## config.mk

```make
export PLATFORM = sky130hd
export DESIGN_NAME = ctt_top
export DESIGN_NICKNAME = d
export VERILOG_FILES = /design/src/rtl/ctt_pkg.sv /design/src/rtl/ctt_pulse_gen.sv /design/src/rtl/ctt_edge_sync.sv /design/src/rtl/ctt_top.sv
export SDC_FILE = /design/constraint.sdc
export NUM_CORES = 1
export LEC_CHECK = 0
export BUFFER_PORTS_ARGS = -buffer_cell sky130_fd_sc_hd__buf_4
export CAP_MARGIN = 15
export CORE_MARGIN = 2
export CORE_UTILIZATION = 56
export CTS_CLUSTER_SIZE = 30
export DETAILED_ROUTE_END_ITERATION = 16
export PLACE_DENSITY = 0.77
export RECOVER_POWER = 100
export SLEW_MARGIN = 20
export SYNTH_ARGS = -nofsm -noshare
export SYNTH_HDL_FRONTEND = slang
export SYNTH_SLANG_ARGS = --single-unit
```

## constraint.sdc

```tcl
create_clock -name sys_clk -period 4.71 [get_ports sys_clk]
set_input_delay 0.7065 -clock sys_clk [delete_from_list [all_inputs] [get_ports sys_clk]]
set_output_delay 0.7065 -clock sys_clk [all_outputs]
set_load 0.02 [all_outputs]
```

## src/rtl/ctt_pkg.sv

```systemverilog
// Package with register map, field positions and timing constants.
package ctt_pkg;
   localparam int unsigned CLK_MHZ       = 100;
   localparam int unsigned TS_US_NS      = 1000;
   localparam int unsigned CLK_NS        = 10;
   localparam int unsigned US_CYCLES     = TS_US_NS / CLK_NS;
   localparam int unsigned ADDR_W        = 4;
   localparam int unsigned DATA_W        = 32;
   localparam int unsigned TS_W          = 32;
   localparam int unsigned CNT_W         = 32;
   // Register offsets.
   localparam logic [3:0] OFF_CTRL       = 4'h0;
   localparam logic [3:0] OFF_PERIOD     = 4'h4;
   localparam logic [3:0] OFF_WIDTH      = 4'h8;
   localparam logic [3:0] OFF_TS         = 4'hC;
   // Extra registers at the unused low offsets 1 and 2 are decoded by index.
   localparam logic [3:0] OFF_STAMP      = 4'h1;
   localparam logic [3:0] OFF_STATUS     = 4'h2;
   // Control fields.
   localparam int unsigned CTRL_EN1      = 0;
   localparam int unsigned CTRL_EN2      = 1;
   localparam int unsigned CTRL_SYNC     = 2;
   localparam int unsigned CTRL_SRC      = 3;
   // Reset values.
   localparam logic [31:0] CTRL_RST      = 32'h0000_0000;
   localparam logic [31:0] PERIOD_RST    = 32'h0000_03E8;
   localparam logic [31:0] WIDTH_RST     = 32'h0000_0064;
endpackage

```

## src/rtl/ctt_pulse_gen.sv

```systemverilog
// Periodic trigger pulse generator with period-boundary reload.
`timescale 1ns/100ps
module ctt_pulse_gen #(
   parameter int unsigned CNT_W = 32
) (
   // Clock and reset.
   input  wire logic             sys_clk,
   input  wire logic             sys_rst,
   // Settings in microseconds.
   input  wire logic             enable,
   input  wire logic [CNT_W-1:0] period_us,
   input  wire logic [CNT_W-1:0] width_us,
   input  wire logic             us_tick,
   // Output.
   output logic                  trig,
   output logic                  start
);
   import ctt_pkg::*;

   logic [CNT_W-1:0] cnt;
   logic [CNT_W-1:0] per;
   logic [CNT_W-1:0] wid;
   logic             run;

   // Count microseconds and reload settings at each period start.
   always_ff @(posedge sys_clk) begin
      if (sys_rst || !enable) begin
         cnt <= '0;
         run <= 1'b0;
         per <= '0;
         wid <= '0;
      end else if (!run || (us_tick && cnt + 1'b1 >= per)) begin
         cnt <= '0;
         run <= 1'b1;
         per <= (period_us == '0) ? CNT_W'(1) : period_us;
         wid <= width_us;
      end else if (us_tick) begin
         cnt <= cnt + 1'b1;
      end
   end

   // Period start strobe for the stamp logic.
   assign start = enable && (!run || (us_tick && cnt + 1'b1 >= per));

   // High while inside the pulse, low when disabled.
   always_ff @(posedge sys_clk) begin
      if (sys_rst || !enable) begin
         trig <= 1'b0;
      end else begin
         trig <= run && (cnt < wid) && !start;
      end
   end

   // A disabled generator keeps its output low.
   property p_low_off;
      @(posedge sys_clk) disable iff (sys_rst)
      !enable |=> !trig;
   endproperty
   a_low_off: assert property (p_low_off)
      else $error("trigger high while disabled");
   // The registered pulse only follows a cycle inside the programmed width.
   property p_width;
      @(posedge sys_clk) disable iff (sys_rst)
      trig |-> $past(run && (cnt < wid));
   endproperty
   a_width: assert property (p_width)
      else $error("trigger outside programmed width");
endmodule

```

## src/rtl/ctt_edge_sync.sv

```systemverilog
// Two-flop synchroniser with rising-edge detector.
`timescale 1ns/100ps
module ctt_edge_sync (
   // Clock and reset.
   input  wire logic sys_clk,
   input  wire logic sys_rst,
   // Pin input and detected edge.
   input  wire logic pin_in,
   output logic      rise
);
   logic meta;
   logic sync;
   logic last;

   // Meta flop feeds only the second flop.
   always_ff @(posedge sys_clk) begin
      if (sys_rst) begin
         meta <= 1'b0;
         sync <= 1'b0;
         last <= 1'b0;
      end else begin
         meta <= pin_in;
         sync <= meta;
         last <= sync;
      end
   end

   // One-cycle pulse on a rising level.
   assign rise = sync && !last;
endmodule

```

## src/rtl/ctt_top.sv

```systemverilog
// Camera trigger generator with microsecond timestamp counter.
`timescale 1ns/100ps
module ctt_top (
   // Clock and reset.
   input  wire logic                       sys_clk,
   input  wire logic                       sys_rst,
   // Register port.
   input  wire logic [ctt_pkg::ADDR_W-1:0] reg_addr,
   input  wire logic [ctt_pkg::DATA_W-1:0] reg_wdata,
   input  wire logic                       reg_wr,
   input  wire logic                       reg_rd,
   output logic      [ctt_pkg::DATA_W-1:0] reg_rdata,
   // Frame arrival strobe from capture logic.
   input  wire logic                       frame_in,
   // Frame done strobe, ends the pending stamp.
   input  wire logic                       frame_out,
   // Trigger pin 1 is two-way, pin 2 output only.
   input  wire logic                       trig1_i,
   output logic                            trig1_o,
   output logic                            trig1_oe,
   output logic                            trig2_o,
   // Stamp for the current frame.
   output logic      [ctt_pkg::TS_W-1:0]   frame_stamp
);
   import ctt_pkg::*;

   logic [31:0]        ctrl;
   logic [31:0]        period;
   logic [31:0]        width;
   logic [6:0]         div;
   logic               us_tick;
   logic [TS_W-1:0]    ts;
   logic               sync_rise;
   logic               pend;
   logic               neg;
   logic               trig1_raw;
   logic               start1;
   logic               start2;
   logic               trig2_raw;
   logic               take;
   logic               sync_on;

   assign sync_on = ctrl[CTRL_SYNC];

   // Control registers written by software.
   always_ff @(posedge sys_clk) begin
      if (sys_rst) begin
         ctrl   <= CTRL_RST;
         period <= PERIOD_RST;
         width  <= WIDTH_RST;
      end else if (reg_wr) begin
         case (reg_addr)
            OFF_CTRL:   ctrl   <= {28'h000_0000, reg_wdata[3:0]};
            OFF_PERIOD: period <= reg_wdata;
            OFF_WIDTH:  width  <= reg_wdata;
            default: begin
            end
         endcase
      end
   end

   // Microsecond prescaler.
   always_ff @(posedge sys_clk) begin
      if (sys_rst || (sync_on && sync_rise)) begin
         div <= '0;
      end else if (div == 7'(US_CYCLES - 1)) begin
         div <= '0;
      end else begin
         div <= div + 7'd1;
      end
   end
   assign us_tick = (div == 7'(US_CYCLES - 1));

   // Timestamp counter, zero at reset, cleared by sync edges.
   always_ff @(posedge sys_clk) begin
      if (sys_rst) begin
         ts <= '0;
      end else if (sync_on && sync_rise) begin
         ts <= '0;
      end else if (us_tick) begin
         ts <= ts + 1'b1;
      end
   end

   // Synchronise the shared pin input.
   ctt_edge_sync u_sync (
      .sys_clk (sys_clk),
      .sys_rst (sys_rst),
      .pin_in  (trig1_i),
      .rise    (sync_rise)
   );

   // Trigger generators; channel 1 disabled in sync mode.
   ctt_pulse_gen #(.CNT_W(CNT_W)) u_gen1 (
      .sys_clk   (sys_clk),
      .sys_rst   (sys_rst),
      .enable    (ctrl[CTRL_EN1] && !sync_on),
      .period_us (period),
      .width_us  (width),
      .us_tick   (us_tick),
      .trig      (trig1_raw),
      .start     (start1)
   );

   ctt_pulse_gen #(.CNT_W(CNT_W)) u_gen2 (
      .sys_clk   (sys_clk),
      .sys_rst   (sys_rst),
      .enable    (ctrl[CTRL_EN2]),
      .period_us (period),
      .width_us  (width),
      .us_tick   (us_tick),
      .trig      (trig2_raw),
      .start     (start2)
   );

   // Pin drivers, pin 1 released when used as input.
   always_ff @(posedge sys_clk) begin
      if (sys_rst) begin
         trig1_o  <= 1'b0;
         trig1_oe <= 1'b1;
         trig2_o  <= 1'b0;
      end else begin
         trig1_o  <= trig1_raw && !sync_on;
         trig1_oe <= !sync_on;
         trig2_o  <= trig2_raw;
      end
   end

   // Stamp source: trigger start or frame arrival.
   assign take = ctrl[CTRL_SRC] ? frame_in : (start1 || start2);

   // Latch stamp; a sync edge while pending makes it negative.
   always_ff @(posedge sys_clk) begin
      if (sys_rst) begin
         frame_stamp <= '0;
         pend        <= 1'b0;
         neg         <= 1'b0;
      end else if (take) begin
         frame_stamp <= ts;
         pend        <= 1'b1;
         neg         <= 1'b0;
      end else if (pend && sync_on && sync_rise && !neg) begin
         frame_stamp <= frame_stamp - ts
                        - TS_W'(us_tick ? 1 : 0);
         neg         <= 1'b1;
      end else if (frame_out) begin
         pend <= 1'b0;
      end
   end

   // Read data, one cycle after the strobe.
   always_ff @(posedge sys_clk) begin
      if (sys_rst) begin
         reg_rdata <= '0;
      end else if (reg_rd) begin
         case (reg_addr)
            OFF_CTRL:   reg_rdata <= ctrl;
            OFF_PERIOD: reg_rdata <= period;
            OFF_WIDTH:  reg_rdata <= width;
            OFF_TS:     reg_rdata <= ts;
            OFF_STAMP:  reg_rdata <= frame_stamp;
            OFF_STATUS: reg_rdata <= {28'h000_0000, neg, pend,
                                      trig2_o, trig1_o};
            default:    reg_rdata <= '0;
         endcase
      end else begin
         reg_rdata <= '0;
      end
   end

   // A sync edge clears the timestamp on the next cycle.
   property p_sync_clear;
      @(posedge sys_clk) disable iff (sys_rst)
      sync_on && sync_rise |=> ts == '0;
   endproperty
   a_sync_clear: assert property (p_sync_clear)
      else $error("timestamp not cleared by sync edge");

   // In sync mode pin 1 is released and its output held low.
   property p_pin_release;
      @(posedge sys_clk) disable iff (sys_rst)
      sync_on |=> !trig1_oe && !trig1_o;
   endproperty
   a_pin_release: assert property (p_pin_release)
      else $error("pin 1 still driven in sync mode");

   // Outside sync mode the module drives pin 1.
   property p_oe_normal;
      @(posedge sys_clk) disable iff (sys_rst)
      !sync_on |=> trig1_oe;
   endproperty
   a_oe_normal: assert property (p_oe_normal)
      else $error("pin 1 released outside sync mode");

   // Without a tick or a sync edge the timestamp holds.
   property p_ts_step;
      @(posedge sys_clk) disable iff (sys_rst)
      !(sync_on && sync_rise) && !us_tick |=> ts == $past(ts);
   endproperty
   a_ts_step: assert property (p_ts_step)
      else $error("timestamp moved without tick");

   // Each microsecond tick advances the timestamp by one.
   property p_ts_inc;
      @(posedge sys_clk) disable iff (sys_rst)
      !(sync_on && sync_rise) && us_tick |=> ts == $past(ts) + 1;
   endproperty
   a_ts_inc: assert property (p_ts_inc)
      else $error("timestamp failed to count");

   // The microsecond tick is a single-cycle strobe.
   property p_tick_once;
      @(posedge sys_clk) disable iff (sys_rst)
      us_tick |=> !us_tick;
   endproperty
   a_tick_once: assert property (p_tick_once)
      else $error("microsecond tick longer than one cycle");

   // Reset leaves the timestamp at zero.
   property p_reset_zero;
      @(posedge sys_clk)
      sys_rst |=> ts == '0;
   endproperty
   a_reset_zero: assert property (p_reset_zero)
      else $error("timestamp not zero after reset");

   // A sync edge while a stamp is pending flags it negative.
   property p_neg;
      @(posedge sys_clk) disable iff (sys_rst)
      !take && pend && sync_on && sync_rise && !neg |=> neg;
   endproperty
   a_neg: assert property (p_neg)
      else $error("negative stamp not flagged");

   // The negative stamp plus the elapsed count gives the old stamp.
   property p_neg_value;
      @(posedge sys_clk) disable iff (sys_rst)
      !take && pend && sync_on && sync_rise && !neg
      |=> frame_stamp + $past(ts) + TS_W'($past(us_tick))
          == $past(frame_stamp);
   endproperty
   a_neg_value: assert property (p_neg_value)
      else $error("negative stamp offset wrong");

   // Frame done ends the pending window.
   property p_pend_clear;
      @(posedge sys_clk) disable iff (sys_rst)
      frame_out && !take && !(sync_on && sync_rise) |=> !pend;
   endproperty
   a_pend_clear: assert property (p_pend_clear)
      else $error("pending stamp not ended by frame done");

   // Trigger 2 stays low while its channel is off.
   property p_off2;
      @(posedge sys_clk) disable iff (sys_rst)
      !ctrl[CTRL_EN2] ##1 !ctrl[CTRL_EN2] |=> !trig2_o;
   endproperty
   a_off2: assert property (p_off2)
      else $error("trigger 2 high while disabled");

   // A stamp request latches the current timestamp.
   property p_take;
      @(posedge sys_clk) disable iff (sys_rst)
      take |=> frame_stamp == $past(ts) && pend;
   endproperty
   a_take: assert property (p_take)
      else $error("stamp not latched");

   // Read data return to zero when no read is made.
   property p_rdata_idle;
      @(posedge sys_clk) disable iff (sys_rst)
      !reg_rd |=> reg_rdata == '0;
   endproperty
   a_rdata_idle: assert property (p_rdata_idle)
      else $error("read data outside read cycle");

   // A timestamp read returns the count of the strobe cycle.
   property p_rd_ts;
      @(posedge sys_clk) disable iff (sys_rst)
      reg_rd && reg_addr == OFF_TS |=> reg_rdata == $past(ts);
   endproperty
   a_rd_ts: assert property (p_rd_ts)
      else $error("timestamp read wrong");

   // A control write lands in the low control bits.
   property p_ctrl_wr;
      @(posedge sys_clk) disable iff (sys_rst)
      reg_wr && reg_addr == OFF_CTRL
      |=> ctrl[3:0] == $past(reg_wdata[3:0]);
   endproperty
   a_ctrl_wr: assert property (p_ctrl_wr)
      else $error("control write lost");

   // A period write lands unchanged.
   property p_period_wr;
      @(posedge sys_clk) disable iff (sys_rst)
      reg_wr && reg_addr == OFF_PERIOD |=> period == $past(reg_wdata);
   endproperty
   a_period_wr: assert property (p_period_wr)
      else $error("period write lost");

endmodule

```

After elaboration in Yosys (flattened, before gate mapping)
Cells that the tools add are included.
{"block": "word_totals", "ff_bits": 375, "inputBits": 43, "output_inout_bits": 67}
{"block": "op_classes", "addsub": 6, "magnitude_cmp": 4, "n_eq_ne": 7, "muxes": 9, "bitwise": 1, "reduce_logical": 44}
{"operator": "one-hot mux 32 bit (6 select lines)", "n": 1}
{"operator": "adder 32 x 1 -> 32 bit (second input constant)", "n": 3}
{"operator": "two-way mux 32 bit", "n": 3}
{"operator": ">= comparator 32 bit", "n": 2}
{"operator": "less-than comparator 32 bit", "n": 2}
{"operator": "zero test 32 bit", "n": 1}
{"operator": "subtractor 32 x 1 -> 32 bit", "n": 1}
{"operator": "subtractor 32 bit", "n": 1}
{"operator": "logical AND 1 bit", "n": 15}
{"operator": "OR reduction 2 bit", "n": 6}
{"operator": "zero test 1 bit", "n": 9}
{"operator": "== test 4 bit (second input constant)", "n": 2}
{"operator": "AND reduction 2 bit", "n": 4}
{"operator": "adder 7 x 1 -> 7 bit (second input constant)", "n": 1}
{"operator": "== test 7 bit (second input constant)", "n": 1}
{"operator": "logical OR 1 bit", "n": 6}
{"operator": "two-way mux 1 bit", "n": 5}
{"operator": "== test 4 x 1 -> 1 bit (second input constant)", "n": 1}
{"operator": "== test 4 x 2 -> 1 bit (second input constant)", "n": 1}
{"operator": "== test 4 x 3 -> 1 bit (second input constant)", "n": 1}
{"operator": "zero test 4 bit", "n": 1}
{"operator": "nonzero test 2 bit", "n": 2}
{"operator": "inequality test 2 bit (second input constant)", "n": 1}
{"operator": "inverter 1 bit", "n": 1}

Logic depth before layout (Yosys ltp)
Gate-level depths: netlist of the first run.
{"block": "depth", "ltp_word": 9, "depth_mapped": 21, "mapped_depth_nobuf": 19}

Cells and area by module
From an unflattened synthesis of the first run, not the netlist that was laid out.
{"block": "unflattened", "hier_cells": 2792, "area_unflattened_um2": 21561.9}
{"mod": "ctt_pulse_gen", "instances": 2, "cells_per_inst": 777, "area_each_um2": 5960.7}
{"mod": "ctt_top", "instances": 1, "cells_per_inst": 1231, "area_each_um2": 9552.9}
{"mod": "ctt_edge_sync", "instances": 1, "cells_per_inst": 7, "area_each_um2": 87.6}

Worst setup path after synthesis of the first run
No wires, ideal clock.
{"block": "synth_timing", "kind": "reg2reg", "start": "register div[0]", "end": "register frame_stamp[20] (netlist bit)", "arrival_ns": 4.758, "path_slack_ns": -0.139, "path_stages_with_launch": 22, "period_less_slack_ns": 4.849, "cell_sequence": "dfxtp_1 -> ha_1 -> nor4bb_4 -> and2_1 -> buf_4 -> clkinv_1 -> clkbuf_1 -> clkbuf_1 -> fa_1 -> inv_1 -> ha_1 -> or2_2 -> fa_1 -> nand2b_1 -> a2111oi_0 -> o21a_1 -> o21ai_1 -> a31oi_1 -> o21ai_0 -> xor2_1 -> nand2_1 -> a311oi_1"}
{"block": "synth_via", "elab_chain_cells": 7, "word_cells_on_any_way": 14, "classes_between": "add/sub (1); eq/ne (1); mux (4); reduce/logical (8)"}
{"element": "start: declaration", "line": "ctt_top.sv:30", "text": "logic [6:0] div;"}
{"element": "start signal: assignment", "line": "ctt_top.sv:69", "text": "div <= div + 7'd1;"}
{"element": "== test 7 bit (*)", "line": "ctt_top.sv:72", "text": "assign us_tick = (div == 7'(US_CYCLES - 1));"}
{"element": "branches (longest 6 deep; another with subtractor 32 x 1 -> 32 bit)"}
{"element": "end signal: assignment", "line": "ctt_top.sv:139", "text": "frame_stamp <= ts;"}
{"element": "end signal: assignment", "line": "ctt_top.sv:143", "text": "frame_stamp <= frame_stamp - ts"}
{"element": "end: declaration", "line": "ctt_top.sv:23", "text": "output logic [ctt_pkg::TS_W-1:0] frame_stamp"}
Mark *: on every way between the ends. The select of a mux whose other input is x is not followed.
A chain may end at the register's enable or synchronous reset.

Worst setup path in the final report of the first run
Same ends and word-level chain as after synthesis.

==> results list, run 1 <==
- The number of hold violations in the final report is 0.
- Synthesis inferred roughly 380 register bits.
* Fraction of final layout cells with drive strength greater than 1: 7.605%
- Counting distinct cell types in the post-synthesis netlist gives 74.
- Clock transition at path regs: 0.06 ns
* Violated checks: capacitance limit, slew limit
- Via count of the first global-routing pass: 17,520
- Clock Sinks: between 300 and 400
* Max-cap viol count: 4
- Pin count of the biggest net entering global routing: between 60 and 70
- The most used flip-flop cell after synthesis is dfxtp_1.
* Most common cell in the netlist: dfxtp_1
* Synth top cells by count: 375 x dfxtp_1, 327 x nor2_1, 316 x nand2_1
- Worst Max-Slew Pin Slew: between 3 and 4 ns
- The worst setup path is of the register to register kind.
* Number of H-tree levels: 2
- Total core area: between 30,000 and 40,000 µm²
- Between clock sinks in the finished design, the worst skew comes to around 0.022 ns.
- Of the total power, the share spent switching nets is a little under a quarter.
* Leading post-synthesis cells by cell area: dfxtp_1 36%, ha_1 11%, mux2i_1 6.7%
- Synthesis produced 2,521 cells.
* Sequential share of the synthesized area: between 30% and 40%
* Number of cells in the finished layout apart from fillers: ~3,100
- Clock latency on the worst-skew pair, taken at its later pin, is 0.55 ns.
* GRT Residual Overflow: 0
- Buffers from clock root to sink, at most: 3
* Count of antenna diodes in the layout: 0
* # rows: 70
* Post-DP Area: around 22,000 µm²
- Worst slew margin relative to its limit: -100.1%
* Initial antenna violation count: 0
- The die covers approximately 39,000 µm².
- After detailed routing, the number of vias per cell comes to 5.799.
- Share of Yosys cell area claimed by the top area cell type: 35.99%
- Hold/Removal Path Class: primary input to register
- STA classifies the critical path startpoint as a register.
- DRC violation count after routing: 0
- VDD sags by at most 0.2233 mV.
* Cell Count Post-Placement: ~3,000
- The first global-routing pass estimated 89,470 µm of wire.
- Once layout is done, the placed cells without fillers occupy ~23,000 µm².
- Buffer cell driving the clock tree root: clkbuf_16
- Combined area of all synthesized cells: between 20,000 and 25,000 µm²
- Signal arrival time at the worst endpoint: a little under 5 ns
* WP data required: 5.17 ns
- The synthesized design contains 0 enable-type register cells.
* Number of buffers created by CTS: 41
* Die Span Y: 197.0 µm
* Initial core utilization: roughly 57%
- Clock period minus final worst setup slack: 4.513 ns
- Leakage power figure: approximately 9 nW
- The worst setup path is captured at a register.
- Fraction of registers with async set or reset after synthesis: 0%
* Final-report setup violation count: 0
- The area growth from synthesis to layout is 12.37%.
- First-pass DRT Iterations: 6
* Total net switching power: approximately 1.7 mW
- Sequential Power Share: a little under half
- Global routing used 28.52% of the available tracks.
* Maximum fanout along the worst path: 4
- Dominant cell type by area after synthesis: dfxtp_1
- Iteration-0 DRC Markers: 1,381
* Syn nets: ~2,800
* Count of warnings emitted by yosys: 0
- Via count of the routed design: about 18,000
- The die is about 200 µm wide.
- Share of power burned in the clock network: between 40% and 50%
- Portion of the clock cycle consumed by the worst path in the final layout: between 90% and 100%
- The flow ran to the end, but the final reports show violations.
* Average wire per cell in the routed design: 18.17 µm
- Wires add up to between 50,000 and 60,000 µm.
- Average footprint of a synthesized cell: a little over 8 µm²
* Number of pins exceeding their max-slew limit in the final report: 215
- Hold-fix buffer count after cts: 0
- Clock tree from TritonCTS: built
* Maximum frequency from static timing analysis: between 200 and 250 MHz
- Combinational Power Share: a little over 7%
- Power density over cell area: between 300 and 400 nW/µm²
- For the final routed database, the setup TNS stands at 0 ns.
- The internal portion of the total power is between 5 and 6 mW.
* Number of top-level pins: 110
* Post-detail-place hpwl: approximately 42,000 µm
* Number of nets in the layout: ~2,800
* Buffers on Ports: roughly 110
* Antenna Violating Nets Remaining: 0
- At the end of routability-driven placement, the weighted congestion stood at around 0.91.
sequential cells by signal, summed over array words and instances (netlist names), 4 cells and up:
register / cells
period: 32
u_gen1.wid: 32
u_gen2.wid: 32
reg_rdata: 32
div: 7
u_gen1.per: 32
ts: 32
u_gen1.cnt: 32
u_gen2.cnt: 32
ctrl: 4
width: 32
u_gen2.per: 32
frame_stamp: 32
metrics by stage:
step | setup slack [ns] | power, mW | hold slack, ns | util (%)
after floorplan | 0.03152 | 3.636 | 0.4057 | -
after global placement | 0.1889 | 3.776 | 0.4219 | 60.48
after detailed placement | 0.07320 | 3.788 | 0.4257 | 60.49
after CTS | 0.04097 | 7.068 | 0.3668 | 64.25
after global routing | -0.06211 | 7.247 | 0.3858 | 64.02
final | 0.1974 | 7.055 | 0.3828 | 64.02
cells by family (layout without fill, tap and decap cells):
kind of cell             Yosys count  count (layout)  synth area share (%)
AO/OA/AOI/OAI                    391             391                 12.36
XOR/XNOR                         171             171                 7.181
adder cells (fa/ha/maj)          193             193                 11.64
buffers and inverters            348             457                 6.503
flip-flops                       375             375                 35.99
multiplexers                     139             139                 6.671
AND/OR/NAND/NOR                  904             904                 19.65
worst paths after layout:
check	from	endpoint	slack, ns	depth (start not counted)
max	div[0]	frame_stamp[20]	0.20	18
min	reg_wdata[6]	period[6]	0.38	3
max reg2reg	div[0]	frame_stamp[20]	0.20	18
min reg2reg	u_sync.meta	u_sync.sync	0.45	1
power by group through the flow:
stage / Sequential, mW / Clock (mW) / Combinational [mW]
finish: 3.23 / 3.32 / 0.501
global route: 3.23 / 3.47 / 0.546
CTS: 3.23 / 3.35 / 0.489
detailed placement: 3.30 / 0 / 0.487
global placement: 3.30 / 0 / 0.475
floorplan: 3.30 / 0 / 0.340
critical path, stage by stage, from the launching register on:
cell and delay, ns:
dfxtp_1 0.35, ha_1 0.22, nor4bb_4 0.25, and2_1 0.19, clkinv_1 0.09, fa_1 0.52, inv_1 0.06, ha_1 0.18
or2_2 0.30, fa_1 0.39, nand2b_1 0.21, a2111oi_4 0.39, o21a_1 0.24, o21ai_2 0.14, a31oi_2 0.23, o21ai_0 0.16
xor2_1 0.16, nand2_1 0.07, a311oi_1 0.26
what timing repair did:
| item | CTS | global route |
|---|---|---|
| setup endpoints to repair | 0 | 84 |
| hold endpoints to repair | 0 | 0 |
| gates resized for setup | 0 | 20 |
| setup buffers | 0 | 11 |
cell type report:
type,instances,area [µm²]
repair buffers,155,979.7
fillers,3036,13170
flip-flops and latches,375,7512
well taps,468,585.6
inverters,231,867.1
clock inverters,16,220.2
clock buffers,55,1159
multi-input cells,1798,12110
placed cells by master, fill, tap and decap left out, types with 8 or more instances in the layout:
master / Yosys / final
o21ai_0: 41 / 41
nor2_1: 327 / 323
ha_1: 190 / 189
nand4_1: 37 / 37
nor3_1: 21 / 21
nand2b_1: 13 / 12
and3_1: 29 / 27
a21oi_1: 164 / 163
or3_1: 14 / 14
dfxtp_1: 375 / 371
nor4_1: 13 / 12
a311oi_1: 22 / 22
o211ai_1: 8 / 8
xor2_1: 87 / 87
xnor2_1: 84 / 84
a211oi_1: 18 / 17
and2_1: 10 / 8
nand3b_1: 15 / 15
nand3_1: 51 / 51
clkbuf_8: 0 / 8
buf_4: 8 / 72
a21o_1: 46 / 46
clkbuf_1: 91 / 81
inv_1: 230 / 230
a222oi_1: 28 / 28
and4_1: 10 / 10
nor2b_1: 14 / 14
clkbuf_16: 0 / 43
nand2_1: 316 / 314
mux2i_1: 139 / 139
routing by layer:
metal / vias to the layer above / track usage, % / share of wire [%]
met5: - / 0 / 0
met4: 0 / 10.30 / 3.0
met3: 110 / 4.671 / 7.1
met2: 615 / 48.19 / 47
met1: 8530 / 36.82 / 43
li1: 8710 / - / -
Power figures use the tool's default switching activity.
==> inputs of run 2 (changes only) <==
REMOVE_ABC_BUFFERS = 1   (was default)
==> run 2 against run 1 <==
Compared with the run above:
- the run still ends with capacitance limit, slew limit left
- worst setup slack gained 0.025 ns
- hold slack got worse by 0.010 ns
- non-clock buffer count up 2
- critical path type unchanged
- largest power group unchanged
==> results list, run 2 (synthesis results as in run 1) <==
- Hold/Removal Path Class: primary input to register
- The number of clock sinks is 375 (unchanged).
- The largest clock skew in the final design came to 0.01052 ns (-0.01119 ns).
- Max IR drop VDD: 0.2580 mV (+16%)
* Worst Max-Slew Pin Slew: 2.890 ns (-0.1109 ns)
- The fraction of layout cells with a size suffix above 1 is 8.020% (+0.42 points).
- Clock tree from TritonCTS: built
- # fillers: 3,080 (+1.4%)
- The ratio of routed vias to standard cells was 5.786 (-0.23%).
- Max-cap viol count: 2 (-2)
- Power density over cell area: 303.5 nW/µm² (+0.82%)
- The number of optimization iterations in the first detailed-route pass is 5 (-1).
- Count of antenna diodes in the layout: 0 (unchanged)
- Final core utilization: 64.04% (about the same)
* Worst Hold Slack: 0.3725 ns (-0.01029 ns)
* Clock transition at path regs: 0.06 ns (about the same)
* DRC violation count after routing: 0 (unchanged)
- The maximum frequency from static timing analysis came to 222.8 MHz (+0.55%).
- Average wire per cell in the routed design: 18.11 µm (-0.34%)
* Die W: 197.0 µm (unchanged)
- GRT Residual Overflow: 0 (unchanged)
- Commonest cells after routing, fill and taps aside: 366 x dfxtp_1, 322 x nor2_1, 315 x nand2_1, 230 x inv_1, 189 x ha_1
* Crit path launch type: register
- The die span in y is 197.0 µm (unchanged).
- The static power due to leakage came to 8.964 nW (+0.47%).
* Clock period minus final worst setup slack: 4.488 ns (-0.02466 ns)
- Post-detail-place hpwl: 40,980 µm (-1.3%)
- Final number of hold-violating endpoints: 0 (unchanged)
* Post-DP Area: 22,150 µm² (about the same)
- Later-pin clock latency in the skew report: 0.55 ns (about the same)
* Kind of critical path: register to register
- The count of endpoints failing setup in the final report is 0 (unchanged).
* # rows: 70 (unchanged)
* Number of buffers created by CTS: 40 (-2.4%)
- Portion of the clock cycle consumed by the worst path in the final layout: 95.29% (-0.52 points)
- Via count of the routed design: 17,930 (-0.19%)
- The final antenna-violating net count came to 0 (unchanged).
- Buffers from clock root to sink, at most: 3 (unchanged)
- Total non-filler cell area in the finished layout: 23,450 µm² (about the same)
- The delay contributed by the slowest stage of the critical path was 0.43 ns (-0.09 ns).
- The count of pins over their slew limit is 103 (-52%).
- Number of buffer and inverter stages on the critical path: 2 (unchanged)
* Sort of element at the end of the critical path: register
* Number of top-level pins: 110 (unchanged)
- Buffers on Ports: 109 (unchanged)
- Die area: 38,800 µm² (unchanged)
* Total core area: 36,610 µm² (unchanged)
- The total wirelength of the detailed-routed design came to 56,120 µm (-0.30%).
- The arrival time at the worst endpoint came to 4.91 ns (-0.06 ns).
- WP data required: 5.13 ns (-0.04 ns)
* Global-route wire length before repair: 88,650 µm (-0.92%)
* Kind of cell with the highest combined delay on the critical path: simple AND/OR/NAND/NOR gates
- The final reports fail on capacitance limit, slew limit.
- The cell sitting at the root of the clock tree is a clkbuf_16.
- Critical Path, Cell by Cell: ha_1, nand3_2, nor3_2, nand3_2, nor2_2, and3_2, nand3_1, nor2_1, xor2_1, ha_1, a21o_1, a21oi_1, o221ai_1, a21oi_4, nor2b_1, o31ai_4, buf_4, buf_6, nor2_1, a311oi_1
- GRT Resource Usage Total: 28.16% (-0.36 points)
* Number of nets in the layout: 2,838 (+0.035%)
- Number of H-tree levels: 2 (unchanged)
* Summed negative setup slack over all endpoints: 0 ns (unchanged)
* Initial core utilization: 56.97% (unchanged)
- The number of global-route vias before repair was 16,840 (-3.9%).
- The slowest stage of the critical path is the dfxtp_1 cell.
- Initial antenna violation count: 0 (unchanged)
- Worst slew margin relative to its limit: -92.67% (+7.4 points)
* Most frequent standard cell in the layout excluding fill and tap cells: dfxtp_1
- The number of design-rule violations left by the first detailed-router iteration is 1,415 (+2.5%).
- Maximum fanout along the worst path: 15 (+11)
- The global placement routability congestion was 0.8889 (-1.9%).
- The largest net degree at the start of global routing came to 70 (+6.1%).
- The run finished, with violations left.
- Area added between synthesis and finish: 12.41% (about the same)
-- run 2: cell count changes in the layout (fill, tap and decap cells not counted), sizes merged --
cell	change
buf	+8
clkbuf	-7
clkinvlp	-3
inv	+1
bufinv	+2
-- run 2: layout make-up --
cell class | count | area (µm²) | area share [%]
Clock inverter | 16 | 266.5 | 1.137
Sequential cell | 375 | 7518 | 32.07
Timing Repair Buffer | 157 | 970.9 | 4.141
Inverter | 231 | 867.1 | 3.698
Clock buffer | 54 | 1135 | 4.840
Tap cell | 468 | 585.6 | 2.498
Multi-Input combinational cell | 1798 | 12100 | 51.62
-- run 2: per-stage QoR --
stage	instances	setup WS [ns]	total power, mW
after floorplan	2404	-5.351	3.614
after global placement	3020	-0.1667	3.783
after detailed placement	3020	-0.1336	3.793
after CTS	3090	0.02605	7.133
after global routing	3099	-0.01536	7.317
final	3099	0.2221	7.116
-- run 2: layer usage --
metal	track usage (%)	up-vias	part of all wire (%)	routed length, µm
met5	0	-	0	0
met4	9.050	0	2.8	1569
met3	3.114	97	6.5	3658
met2	46.15	590	47	26100
met1	38.92	8533	44	24790
li1	-	8710	-	-
-- run 2: timing repair --
| item | CTS | global route |
|---|---|---|
| setup buffers | 0 | 7 |
| gates cloned | 0 | 2 |
| hold buffers | 0 | 0 |
| pin swaps | 0 | 9 |
| setup endpoints to repair | 34 | 151 |
| resized for setup | 3 | 24 |
-- run 2: final timing paths --
check / slack (ns) / to / cells after the start / start
setup / recovery: 0.22 / frame_stamp[11] / 20 / u_gen2.cnt[0]
hold / removal: 0.37 / u_sync.meta / 2 / trig1_i
setup reg to reg: 0.22 / frame_stamp[11] / 20 / u_gen2.cnt[0]
hold reg to reg: 0.45 / div[0] / 1 / div[0]
-- run 2: report_power, final --
| part | switching [mW] | internal [mW] |
|---|---|---|
| clock | 1.31 | 2.08 |
| combinational | 0.293 | 0.207 |
| sequential | 0.0368 | 3.19 |
